**config.mk**
```make
export PLATFORM = sky130hd
export DESIGN_NAME = btzc_zone_ctrl
export DESIGN_NICKNAME = d
export VERILOG_FILES = /design/src/btzc_zone_ctrl.v /design/src/btzc_zone_classify.v
export VERILOG_INCLUDE_DIRS = /design/src
export SDC_FILE = /design/constraint.sdc
export NUM_CORES = 1
export LEC_CHECK = 0
export BUFFER_PORTS_ARGS = -buffer_cell sky130_fd_sc_hd__buf_2
export CORE_ASPECT_RATIO = 1.1
export CORE_UTILIZATION = 40
export DETAILED_ROUTE_END_ITERATION = 6
export GPL_TIMING_DRIVEN = 0
export PLACE_DENSITY_LB_ADDON = 0.12
export SETUP_SLACK_MARGIN = 0.02
export SYNTH_ARGS = -nofsm -noshare
export SYNTH_HDL_FRONTEND = slang
export SYNTH_SLANG_ARGS = --single-unit
```
**constraint.sdc**
```tcl
create_clock -name clk_i -period 4.65 [get_ports clk_i]
set_input_delay 0.465 -clock clk_i [delete_from_list [all_inputs] [get_ports clk_i]]
set_output_delay 0.465 -clock clk_i [all_outputs]
set_load 0.02 [all_outputs]
```
**src/btzc_defines.vh**
```
// Purpose: Offsets, field positions, reset values and codes for btzc.
// Assumes: Wishbone byte addresses, 32-bit words, low bits used.
// Notes:   Definitions only; included by the zone controller modules.
`ifndef BTZC_DEFINES_VH
`define BTZC_DEFINES_VH

// Register byte offsets.
`define BTZC_CTRL_OFS      8'h00
`define BTZC_THR_OFS       8'h04
`define BTZC_CHGV_OFS      8'h08
`define BTZC_CHGC_OFS      8'h0C
`define BTZC_MODV_OFS      8'h10
`define BTZC_MODC_OFS      8'h14
`define BTZC_SYSV_OFS      8'h18
`define BTZC_STAT_OFS      8'h1C
`define BTZC_IRQ_OFS       8'h20
`define BTZC_MASK_OFS      8'h24
`define BTZC_OUT_OFS       8'h28

// Control register fields.
`define BTZC_CTRL_EN_BIT   0
`define BTZC_CTRL_MUX_LSB  4

// Threshold register: hot, warm, cool, cold at 2-bit steps.
`define BTZC_THR_HOT_LSB   0
`define BTZC_THR_WARM_LSB  2
`define BTZC_THR_COOL_LSB  4
`define BTZC_THR_COLD_LSB  6

// Interrupt bit positions.
`define BTZC_IRQ_TEMP_BIT  0
`define BTZC_IRQ_SYSV_BIT  1

// Reset values.
`define BTZC_THR_RST       8'h00
`define BTZC_CV_RST        6'h00
`define BTZC_SYSV_RST      6'h3F

// Margin of 200 mV in charge-voltage steps of 25 mV.
`define BTZC_MARGIN_MV     200
`define BTZC_STEP_MV       25

// Temperature zone codes.
`define BTZC_ZONE_COLD     3'h0
`define BTZC_ZONE_COOL     3'h1
`define BTZC_ZONE_NORM     3'h2
`define BTZC_ZONE_WARM     3'h3
`define BTZC_ZONE_HOT      3'h4
`define BTZC_ZONE_OFF      3'h5

// Analog multiplexer channels that need the thermistor bias.
`define BTZC_MUX_THM       4'h7
`define BTZC_MUX_BIAS      4'h8

`endif

```
**src/btzc_zone_ctrl.v**
```verilog
// Purpose: Battery temperature zone supervision with Wishbone registers.
// Assumes: Comparator flags synchronous to clk_i, analog done elsewhere.
// Notes:   Single-cycle ack on every access; unmapped reads return zero.
//          Charger timers and the charger state machine live outside;
//          this block only says when to pause and which settings apply.
//
// Local design decisions: the register addresses and the Wishbone interface to the registers.
module btzc_zone_ctrl
(
  // Clock and reset.
  input  wire        clk_i,
  input  wire        rst_i,
  // Wishbone classic slave.
  input  wire        cyc_i,
  input  wire        stb_i,
  input  wire        we_i,
  input  wire [7:0]  adr_i,
  input  wire [3:0]  sel_i,
  input  wire [31:0] dat_i,
  output reg  [31:0] dat_o,
  output wire        ack_o,
  // Comparator flags, high when past the matching threshold.
  input  wire        hot_cmp_i,
  input  wire        warm_cmp_i,
  input  wire        cool_cmp_i,
  input  wire        cold_cmp_i,
  // Charger side.
  input  wire        charger_input_valid_i,
  input  wire        other_fault_i,
  // Outputs towards the analog and the charger state machine.
  output reg  [7:0]  threshold_sel_o,
  output reg         thermistor_bias_en_o,
  output reg  [5:0]  active_voltage_o,
  output reg  [5:0]  active_current_o,
  output reg         modified_state_o,
  output reg         temp_fault_o,
  output reg         charge_pause_o,
  output reg         timer_pause_o,
  output reg         fault_o,
  output reg  [3:0]  monitor_mux_sel_o,
  output wire        irq_o
);
`include "btzc_defines.vh"

  // Steps of charge voltage making up the system voltage margin; the
  // division runs at full width and is then cut to the code width.
  localparam integer MARGIN_RAW   = `BTZC_MARGIN_MV / `BTZC_STEP_MV;
  localparam [5:0]   MARGIN_STEPS = MARGIN_RAW[5:0];

  // Charger activity states mirrored around the temperature fault.
  localparam [1:0] ST_RUN   = 2'h0;
  localparam [1:0] ST_TEMPF = 2'h1;
  localparam [1:0] ST_OTHER = 2'h2;

  // Registers written by software, then internal state and bus flops.
  reg        thermistor_enable_q;
  reg  [3:0] mux_sel_q;
  reg  [7:0] thr_q;
  reg  [5:0] charge_voltage_setting_q;
  reg  [5:0] charge_current_q;
  reg  [5:0] modified_charge_voltage_q;
  reg  [5:0] modified_charge_current_q;
  reg  [5:0] sysv_q;
  reg  [1:0] irq_stat_q;
  reg  [1:0] irq_mask_q;
  reg  [2:0] zone_prev_q;
  reg  [1:0] state_q;
  reg  [1:0] state_d;
  reg  [1:0] saved_state_q;
  reg        ack_q;

  wire [2:0] temp_zone_status;
  wire       wr_acc;
  wire       rd_acc;
  wire       sysv_short;
  wire [5:0] cv_limit;
  wire       zone_extreme;
  wire       zone_mod;
  wire       temp_change_irq;
  wire       sysv_config_error_irq;

  // Byte-lane merge for the low byte, the only lane the registers use.
  // A write with sel_i[0] low leaves every register as it was.
  function [7:0] lane0;
    input [7:0] old;
    input [3:0] sel;
    input [7:0] dat;
    begin
      lane0 = sel[0] ? dat : old;
    end
  endfunction

  // Highest charge-voltage code keeping the system margin.
  // It saturates at zero rather than wrapping round to a high code.
  function [5:0] cv_ceiling;
    input [5:0] sysv;
    begin
      cv_ceiling = (sysv > MARGIN_STEPS) ? (sysv - MARGIN_STEPS) : 6'h00;
    end
  endfunction

  // Classic Wishbone: one ack per strobe, dropped the cycle after it.
  assign wr_acc = cyc_i & stb_i & we_i & ~ack_q;
  assign rd_acc = cyc_i & stb_i & ~we_i & ~ack_q;
  assign ack_o  = ack_q;

  // Ack is a registered pulse: raised one cycle after the strobe is
  // taken and dropped the next, so a master that keeps stb high across
  // the ack edge is never answered twice.
  always @(posedge clk_i)
  begin
    if (rst_i)
      ack_q <= 1'b0;
    else
      ack_q <= cyc_i & stb_i & ~ack_q;
  end

  // The classifier only sees comparator flags and the enable, never the
  // multiplexer selection, so external conversions cannot disturb it.
  btzc_zone_classify u_classify
  (
    .clk_i    (clk_i),
    .rst_i    (rst_i),
    .enable_i (thermistor_enable_q),
    .hot_i    (hot_cmp_i),
    .warm_i   (warm_cmp_i),
    .cool_i   (cool_cmp_i),
    .cold_i   (cold_cmp_i),
    .zone_o   (temp_zone_status)
  );

  // The margin check is continuous, not tied to writes, so lowering the
  // system voltage later also pulls the charge voltage down. Both codes
  // share one step size; a system code at or below the margin clamps the
  // charge voltage to its lowest code.
  assign cv_limit   = cv_ceiling(sysv_q);
  assign sysv_short = charge_voltage_setting_q > cv_limit;

  // Configuration registers. Writes take effect at the ack edge; the
  // charge-voltage clamp follows any later write that breaks the margin.
  always @(posedge clk_i)
  begin
    if (rst_i)
    begin
      thermistor_enable_q       <= 1'b0;
      mux_sel_q                 <= 4'h0;
      thr_q                     <= `BTZC_THR_RST;
      charge_voltage_setting_q  <= `BTZC_CV_RST;
      charge_current_q          <= 6'h00;
      modified_charge_voltage_q <= 6'h00;
      modified_charge_current_q <= 6'h00;
      sysv_q                    <= `BTZC_SYSV_RST;
      irq_mask_q                <= 2'h0;
    end
    else
    begin
      if (wr_acc && adr_i == `BTZC_CTRL_OFS && sel_i[0])
      begin
        thermistor_enable_q <= dat_i[`BTZC_CTRL_EN_BIT];
        mux_sel_q           <= dat_i[`BTZC_CTRL_MUX_LSB +: 4];
      end
      if (wr_acc && adr_i == `BTZC_THR_OFS)
        thr_q <= lane0(thr_q, sel_i, dat_i[7:0]);
      if (wr_acc && adr_i == `BTZC_CHGC_OFS && sel_i[0])
        charge_current_q <= dat_i[5:0];
      if (wr_acc && adr_i == `BTZC_MODV_OFS && sel_i[0])
        modified_charge_voltage_q <= dat_i[5:0];
      if (wr_acc && adr_i == `BTZC_MODC_OFS && sel_i[0])
        modified_charge_current_q <= dat_i[5:0];
      if (wr_acc && adr_i == `BTZC_SYSV_OFS && sel_i[0])
        sysv_q <= dat_i[5:0];
      if (wr_acc && adr_i == `BTZC_MASK_OFS && sel_i[0])
        irq_mask_q <= dat_i[1:0];
      if (wr_acc && adr_i == `BTZC_CHGV_OFS && sel_i[0])
        charge_voltage_setting_q <= dat_i[5:0];
      else if (sysv_short)
        charge_voltage_setting_q <= cv_limit;
    end
  end

  // Zone edges and clamp events set sticky flags; a set in the same
  // cycle as a write-one-to-clear wins so no event is lost.
  assign temp_change_irq       = temp_zone_status != zone_prev_q;
  assign sysv_config_error_irq = sysv_short;

  always @(posedge clk_i)
  begin
    if (rst_i)
    begin
      irq_stat_q  <= 2'h0;
      zone_prev_q <= `BTZC_ZONE_OFF;
    end
    else
    begin
      zone_prev_q <= temp_zone_status;
      irq_stat_q[`BTZC_IRQ_TEMP_BIT] <= temp_change_irq |
        (irq_stat_q[`BTZC_IRQ_TEMP_BIT] &
         ~(wr_acc && adr_i == `BTZC_IRQ_OFS && sel_i[0] &&
           dat_i[`BTZC_IRQ_TEMP_BIT]));
      irq_stat_q[`BTZC_IRQ_SYSV_BIT] <= sysv_config_error_irq |
        (irq_stat_q[`BTZC_IRQ_SYSV_BIT] &
         ~(wr_acc && adr_i == `BTZC_IRQ_OFS && sel_i[0] &&
           dat_i[`BTZC_IRQ_SYSV_BIT]));
    end
  end

  // Level interrupt straight from flops; it stays high until every
  // unmasked sticky bit is cleared, so software cannot miss an event.
  assign irq_o = |(irq_stat_q & irq_mask_q);

  // Zone decode; a disabled thermistor reads as off and so is neither.
  assign zone_extreme = (temp_zone_status == `BTZC_ZONE_HOT) ||
                        (temp_zone_status == `BTZC_ZONE_COLD);
  assign zone_mod     = (temp_zone_status == `BTZC_ZONE_WARM) ||
                        (temp_zone_status == `BTZC_ZONE_COOL);

  // Temperature fault overrides any other fault and remembers what the
  // charger was doing, so leaving it restores that state untouched.
  always @*
  begin
    state_d = state_q;
    case (state_q)
      ST_RUN:
        if (zone_extreme)
          state_d = ST_TEMPF;
        else if (other_fault_i)
          state_d = ST_OTHER;
      ST_OTHER:
        if (zone_extreme)
          state_d = ST_TEMPF;
        else if (!other_fault_i)
          state_d = ST_RUN;
      ST_TEMPF:
        if (!zone_extreme)
          state_d = saved_state_q;
      default:
        state_d = ST_RUN;
    endcase
  end

  // State register. The saved state is taken only on the entry edge, so
  // a fault that lasts many cycles cannot overwrite it with itself.
  always @(posedge clk_i)
  begin
    if (rst_i)
    begin
      state_q       <= ST_RUN;
      saved_state_q <= ST_RUN;
    end
    else
    begin
      state_q <= state_d;
      if (state_q != ST_TEMPF && state_d == ST_TEMPF)
        saved_state_q <= state_q;
    end
  end

  // Charge parameter selection and charger-facing status, registered.
  always @(posedge clk_i)
  begin
    if (rst_i)
    begin
      active_voltage_o     <= `BTZC_CV_RST;
      active_current_o     <= 6'h00;
      modified_state_o     <= 1'b0;
      temp_fault_o         <= 1'b0;
      charge_pause_o       <= 1'b0;
      timer_pause_o        <= 1'b0;
      fault_o              <= 1'b0;
      thermistor_bias_en_o <= 1'b0;
      threshold_sel_o      <= `BTZC_THR_RST;
      monitor_mux_sel_o    <= 4'h0;
    end
    else
    begin
      modified_state_o <= zone_mod;
      if (zone_mod)
      begin
        active_voltage_o <= modified_charge_voltage_q;
        active_current_o <= modified_charge_current_q;
      end
      else
      begin
        active_voltage_o <= charge_voltage_setting_q;
        active_current_o <= charge_current_q;
      end
      temp_fault_o   <= state_d == ST_TEMPF;
      charge_pause_o <= state_d != ST_RUN;
      timer_pause_o  <= state_d == ST_TEMPF;
      fault_o        <= state_d == ST_OTHER;
      // Bias follows either need and ignores the charger state, so an
      // external conversion sees a live thermistor even during a fault.
      thermistor_bias_en_o <=
        (charger_input_valid_i & thermistor_enable_q) |
        (mux_sel_q == `BTZC_MUX_THM) |
        (mux_sel_q == `BTZC_MUX_BIAS);
      threshold_sel_o   <= thr_q;
      monitor_mux_sel_o <= mux_sel_q;
    end
  end

  // Read data is registered and valid with ack.
  always @(posedge clk_i)
  begin
    if (rst_i)
      dat_o <= 32'h00000000;
    else if (rd_acc)
    begin
      case (adr_i)
        `BTZC_CTRL_OFS: dat_o <= {24'h000000, mux_sel_q, 3'h0,
                                  thermistor_enable_q};
        `BTZC_THR_OFS:  dat_o <= {24'h000000, thr_q};
        `BTZC_CHGV_OFS: dat_o <= {26'h0000000, charge_voltage_setting_q};
        `BTZC_CHGC_OFS: dat_o <= {26'h0000000, charge_current_q};
        `BTZC_MODV_OFS: dat_o <= {26'h0000000, modified_charge_voltage_q};
        `BTZC_MODC_OFS: dat_o <= {26'h0000000, modified_charge_current_q};
        `BTZC_SYSV_OFS: dat_o <= {26'h0000000, sysv_q};
        `BTZC_STAT_OFS: dat_o <= {29'h00000000, temp_zone_status};
        `BTZC_IRQ_OFS:  dat_o <= {30'h00000000, irq_stat_q};
        `BTZC_MASK_OFS: dat_o <= {30'h00000000, irq_mask_q};
        `BTZC_OUT_OFS:  dat_o <= {27'h0000000, timer_pause_o, temp_fault_o,
                                  modified_state_o, charge_pause_o,
                                  thermistor_bias_en_o};
        default:        dat_o <= 32'h00000000;
      endcase
    end
  end

endmodule // btzc_zone_ctrl

```
**src/btzc_zone_classify.v**
```verilog
// Purpose: Classify battery temperature zone from comparator flags.
// Assumes: Flags synchronous to clk_i; each high when past its threshold.
// Notes:   Registered zone output, one cycle latency.
module btzc_zone_classify
(
  // Clock and reset.
  input  wire       clk_i,
  input  wire       rst_i,
  // Comparator flags and enable.
  input  wire       enable_i,
  input  wire       hot_i,
  input  wire       warm_i,
  input  wire       cool_i,
  input  wire       cold_i,
  // Zone result.
  output reg  [2:0] zone_o
);
`include "btzc_defines.vh"

  // Extremes win over warm and cool so a failing comparator chain cannot
  // hide a fault behind a milder zone.
  always @(posedge clk_i)
  begin
    if (rst_i)
      zone_o <= `BTZC_ZONE_OFF;
    else if (!enable_i)
      zone_o <= `BTZC_ZONE_OFF;
    else if (hot_i)
      zone_o <= `BTZC_ZONE_HOT;
    else if (cold_i)
      zone_o <= `BTZC_ZONE_COLD;
    else if (warm_i)
      zone_o <= `BTZC_ZONE_WARM;
    else if (cool_i)
      zone_o <= `BTZC_ZONE_COOL;
    else
      zone_o <= `BTZC_ZONE_NORM;
  end

endmodule // btzc_zone_classify

```
* Word-level counts from Yosys, hierarchy flattened *
Cells that the tools add are included.

word-level totals
  register bits = 119
  bits of input ports = 55
  output and inout bits = 64
  logic and storage cells = 118

operators by class
  $add $sub $neg = 1
  order comparisons = 2
  equality and inequality tests = 21
  mux-type cells = 16
  bitwise operators = 19
  reductions and logical operators = 32

operators with widths
  cell                                                                             number
  8-bit one-hot mux with 11 select lines                                           1
  8-bit by 5-bit == test with 1-bit output, second input constant                  4
  6-bit 2-to-1 mux                                                                 5
  8-bit by 6-bit == test with 1-bit output, second input constant                  3
  1-bit logical AND                                                                20
  8-bit by 4-bit == test with 1-bit output, second input constant                  2
  2-bit 2-to-1 mux                                                                 6
  1-bit AND                                                                        9
  8-bit by 3-bit == test with 1-bit output, second input constant                  1
  8-bit zero test                                                                  1
  6-bit by 4-bit greater-than comparator with 1-bit output, second input constant  1
  6-bit greater-than comparator                                                    1
  3-bit 2-to-1 mux                                                                 2
  2-bit one-hot mux with 3 select lines                                            1
  6-bit by 4-bit subtractor with 6-bit output, second input constant               1
  1-bit NOT                                                                        5
  2-bit by 1-bit == test with 1-bit output, second input constant                  2
  2-bit == test, second input constant                                             2
  4-bit by 3-bit == test with 1-bit output, second input constant                  1
  4-bit == test, second input constant                                             1
  1-bit bitwise OR                                                                 4
  2-bit nonzero test                                                               2
  2-bit OR reduction                                                               2
  4-bit OR reduction                                                               1
  other kinds (12)                                                                 13

* Longest topological paths before layout *
  depth in word-level cells = 9
  depth in mapped cells = 12
  gate-level depth less buffers = 12

* By module *
Synthesis repeated with hierarchy kept, for this count alone.

second synthesis, totals
  cell total of the unflattened synthesis = 497
  area total of the unflattened synthesis = 4438.0 µm²

by module, submodules not included
  module              instances  cells an instance  area each (µm²)  sequential area each (µm²)
  btzc_zone_ctrl      1          487                4330.4           1841.8
  btzc_zone_classify  1          10                 107.6            60.1

* Least setup slack after synthesis *
No wires, ideal clock.

  path type = reg2reg
  start = reg sysv_q[3]
  end = reg charge_voltage_setting_q[1]
  setup time = 0.075 ns
  data arrival time = 2.457 ns
  slack = 2.118 ns
  stages on the path, launching flop included = 13
  period minus slack after synthesis = 2.532 ns
  cells stage by stage = dfxtp_1 > inv_1 > ha_1 > inv_1 > a211o_1 > o21ai_0 > inv_1 > ha_1 > nand3_1 > a21o_1 > a21oi_1 > mux2_2 > o21ai_0

on the way
  cells in the longest elaborated chain, start to end = 4
  elaborated cells between the ends (all ways) = 7

RTL lines
  element                                                                                                                         line                                        RTL
  start, declared                                                                                                                 btzc_zone_ctrl.v:63                         reg [5:0] sysv_q;
  start signal, assigned                                                                                                          btzc_zone_ctrl.v:152                        sysv_q <= `BTZC_SYSV_RST;
  start signal, assigned                                                                                                          btzc_zone_ctrl.v:171                        sysv_q <= dat_i[5:0];
  6-bit by 4-bit subtractor with 6-bit output / 6-bit by 4-bit greater-than comparator with 1-bit output (equally long branches)  btzc_zone_ctrl.v:98                         cv_ceiling = (sysv > MARGIN_STEPS) ? (sysv - MARGIN_STEPS) : 6'h00;
  6-bit 2-to-1 mux *                                                                                                              btzc_zone_ctrl.v:98
  6-bit greater-than comparator / 6-bit 2-to-1 mux (equally long branches)                                                        btzc_zone_ctrl.v:137, btzc_zone_ctrl.v:176
  2-bit nonzero test (no line) / 6-bit 2-to-1 mux (equally long branches)                                                         n/a
  end signal, assigned                                                                                                            btzc_zone_ctrl.v:148                        charge_voltage_setting_q <= `BTZC_CV_RST;
  end signal, assigned                                                                                                            btzc_zone_ctrl.v:175                        charge_voltage_setting_q <= dat_i[5:0];
  end signal, assigned                                                                                                            btzc_zone_ctrl.v:177                        charge_voltage_setting_q <= cv_limit;
  end, declared                                                                                                                   btzc_zone_ctrl.v:59                         reg [5:0] charge_voltage_setting_q;

Mark *: on every way between the ends. The rest lies on a longest branch, timed or not. The select of a mux whose other input is x is not followed.
A chain may end at the register's enable or synchronous reset.

* Final worst setup path *
Ends and elaborated chain as after synthesis.

==> summary.txt <==
Critical path
  • Crit path launch type: register
  • Critical path fanouts, max: 7
  • Internal reg-to-reg setup slack: 1.63 ns
  • Crit. End Element: register
  • Setup CP Type: register to register
  • Most used cell, CP: inv_1
  • Critical Path RT: 4.92 ns
  • CP arrival: 3.29 ns
  • CP max stage delay: ~0.73 ns
  • Crit path max-delay family: compound AO/OA/AOI/OAI gates
  • Crit path cell chain: inv_1, ha_1, inv_1, a211o_1, o21ai_0, inv_1, ha_1, nand3_1, a21o_1, a21oi_1, mux2_2, o21ai_0
  • Buf+Inv Stages, Crit Path: 3
  • Crit-path slowest cell: a21oi_1
  • Reg2reg path depth: 12
  • Worst r2r src: sysv_q[3]
  • Worst r2r dst: charge_voltage_setting_q[1]

Logic synthesis
  • Mapped cell area: 4377 µm²
  • Count of cell types in the netlist: 55
  • Cells after Synth: 498
  • Most used DFF post-synth: dfxtp_1
  • Synthesized flop and latch total: 95
  • Yosys Warn Count: 0
  • Average size of a mapped cell: 8.789 µm²
  • Share of synthesized registers carrying an async set or reset: 0%
  • Register area share after synthesis: 43.45%
  • Post-synth EDFFs: 0

Status
  • Outcome: finished clean

STA
  • Setup TNS: 0 ns
  • Final setup vio count: 0
  • Final Max Slew Viols: 0
  • Relative slew slack: about 37%
  • Final worst path period need: 3.024 ns
  • Fin Hold WS: 0.3064 ns
  • Final period util: roughly 65%
  • Fmax: 330.7 MHz
  • RSZ-0062 raised after global routing: no
  • Final hold vios: 0
  • Skew final: 0.007655 ns
  • Worst-Margin Slew: 0.9523 ns

CTS
  • Root Buffer: clkbuf_16
  • Max Root-Sink Buffers: 2
  • CTS H-tree lvls: 3
  • CTS tree: done
  • Reg clk slew, reported paths: 0.07 ns
  • Post_cts resized: 0
  • Cts bufs inserted: 9
  • Clock Sinks: 95
  • Postcts setup bufs: 0
  • CTS Hold Bufs: 0
  • Clk_lat worst skew: 0.35 ns

Pwr
  • Leakage: around 2.1 nW
  • Switching share of total power: 24.32%
  • Seq pwr share: 48.6%
  • Clock power frac: 44.4%
  • Comb pwr share: 7.1%
  • Switching power of the nets: ~0.41 mW
  • Maximum VDD drop: between 0.0001 and 0.00015 V
  • PwrDens: around 320 nW/µm²
  • P_int: between 1 and 1.5 mW

Place
  • Port Buffers: 63
  • HPWL Detailed: 9492 µm
  • GPL Wtd Cong: roughly 0.87

Routing
  • Via count: 3,818
  • Final ANT Viol Nets: 0
  • Drt pass-1 iters: 6
  • DRT iter0 DRCs: 194
  • Total Wirelength: 12,760 µm
  • WL/cell: 17.18 µm
  • Detailed-route DRC error count: 0
  • Vias per inst: 5.139

Die
  • Core Footprint: about 10,000 µm²
  • Die ar.: between 10,000 and 15,000 µm²
  • Die Span Y: 111.7 µm
  • # rows: 39
  • Starting Density: 41.72%
  • Die width: 101.7 µm
  • IO Count: 119

Final layout
  • Share of cells above drive strength 1: 22.00%
  • Fill cell count: approximately 1,000
  • Area delta synth->final: 20.04%
  • Reg area: about 1900 µm²
  • Nets: 657
  • Multi-input gate area: around 2200 µm²
  • # diodes: 0

GRT
  • Total track usage: 23.44%
  • Largest net degree at the start of global routing: 17
  • Initial antenna violation count: 0
  • Global-route wire length before repair: 19,460 µm
  • GRT overflow: 0
  • Vias in the first global route: roughly 3,600

Hold path
  • Hold WC Path Type: input port to register
  • Worst Hold Launch: cool_cmp_i
  • Worst Hold End: u_classify.zone_o[1]
  • Worst hold path cell count: 2

Flow run
  • Max cap viols: 0
power by group through the flow:
stage	sequential, mW	combinational, mW	clock [mW]
floorplan	0.836	0.0745	0
global placement	0.835	0.117	0
detailed placement	0.835	0.117	0
CTS	0.816	0.117	0.754
global route	0.816	0.128	0.783
finish	0.816	0.119	0.745
final cells by class:
cell class	instances	area share, %
multi-input combinational	362	42.30
sequential	95	36.20
inverter	16	1.143
clock inverter	7	1.357
timing repair buffer	63	6.001
clock buffer	9	4.287
buffer	48	5.311
tap	143	3.406
cells by family (layout without fill, tap and decap cells):
| group | count (synthesis) | count (layout) | share of synthesized area [%] |
|---|---|---|---|
| fa+ha+maj | 7 | 7 | 2.001 |
| flops | 95 | 95 | 43.45 |
| simple gates | 183 | 183 | 21.70 |
| mux | 39 | 39 | 9.977 |
| other cells | 1 | 24 | 0.08568 |
| compound gates | 106 | 106 | 14.44 |
| buf+inv | 64 | 143 | 7.747 |
| xor+xnor | 3 | 3 | 0.6005 |
synth_stat cells (all sizes together), types with 4 or more instances:
master,n,share of area (%)
a21oi,39,4.5
a22oi,9,1.5
buf,34,5.2
clkbuf,14,1.2
dfxtp,95,43
ha,7,2.0
inv,16,1.4
mux2,7,1.8
mux2i,29,6.6
nand2,74,6.3
nand2b,5,0.71
nand3,8,0.91
nand3b,4,0.69
nor2,43,4.0
nor2b,16,2.3
nor3,7,1.1
o211ai,5,0.86
o21ai,35,4.0
registers in the layout (all words and copies together), names as in the netlist, 4 cells and up:
signal and count:
modified_charge_current_q 6, dat_o 8, monitor_mux_sel_o 4, mux_sel_q 4
charge_voltage_setting_q 6, charge_current_q 6, sysv_q 6, threshold_sel_o 8
thr_q 8, active_current_o 6, active_voltage_o 6, modified_charge_voltage_q 6
stage by stage:
step	instances	worst slack [ns]	instance area [µm²]	util [%]	power [mW]
after floorplan	521	2.118	4463	-	0.9106
after global placement	727	1.710	4957	47.25	0.9514
after detailed placement	727	1.611	4957	47.25	0.9515
after CTS	743	1.602	5254	50.08	1.687
after global routing	743	1.408	5254	50.08	1.726
final	743	1.626	5254	50.08	1.680
cell usage in the layout (no fill, tap or decap), types with 4 or more instances in the layout:
cell,instances
clkbuf_1,14
nand3b_1,4
nor2_1,41
nand2b_1,5
a21oi_1,39
o211ai_1,5
dfxtp_1,95
o21ai_0,35
conb_1,24
nand2_1,74
inv_1,16
buf_4,25
mux2i_1,29
clkbuf_16,9
nor2b_1,16
a22oi_1,9
mux2_2,7
nand3_1,8
ha_1,7
buf_1,5
nor3_1,6
buf_2,67
routing by layer:
layer	global-route usage [%]	routed length (µm)
met4	9.662	253
met5	0	0
met1	31.25	5703
met2	37.84	5997
met3	3.139	807
worst max-delay path by stage:
stage | from | endpoint | slack, ns | depth (start not counted)
after floorplan | sysv_q[3] | charge_voltage_setting_q[1] | 2.12 | 12
after global placement | sysv_q[3] | charge_voltage_setting_q[1] | 1.71 | 12
after detailed placement | sysv_q[3] | charge_voltage_setting_q[1] | 1.61 | 12
after CTS | sysv_q[4] | charge_voltage_setting_q[1] | 1.60 | 12
after global routing | sysv_q[3] | charge_voltage_setting_q[1] | 1.41 | 12
final | sysv_q[3] | charge_voltage_setting_q[1] | 1.63 | 12
No activity file was read; power rests on OpenSTA's default activity.
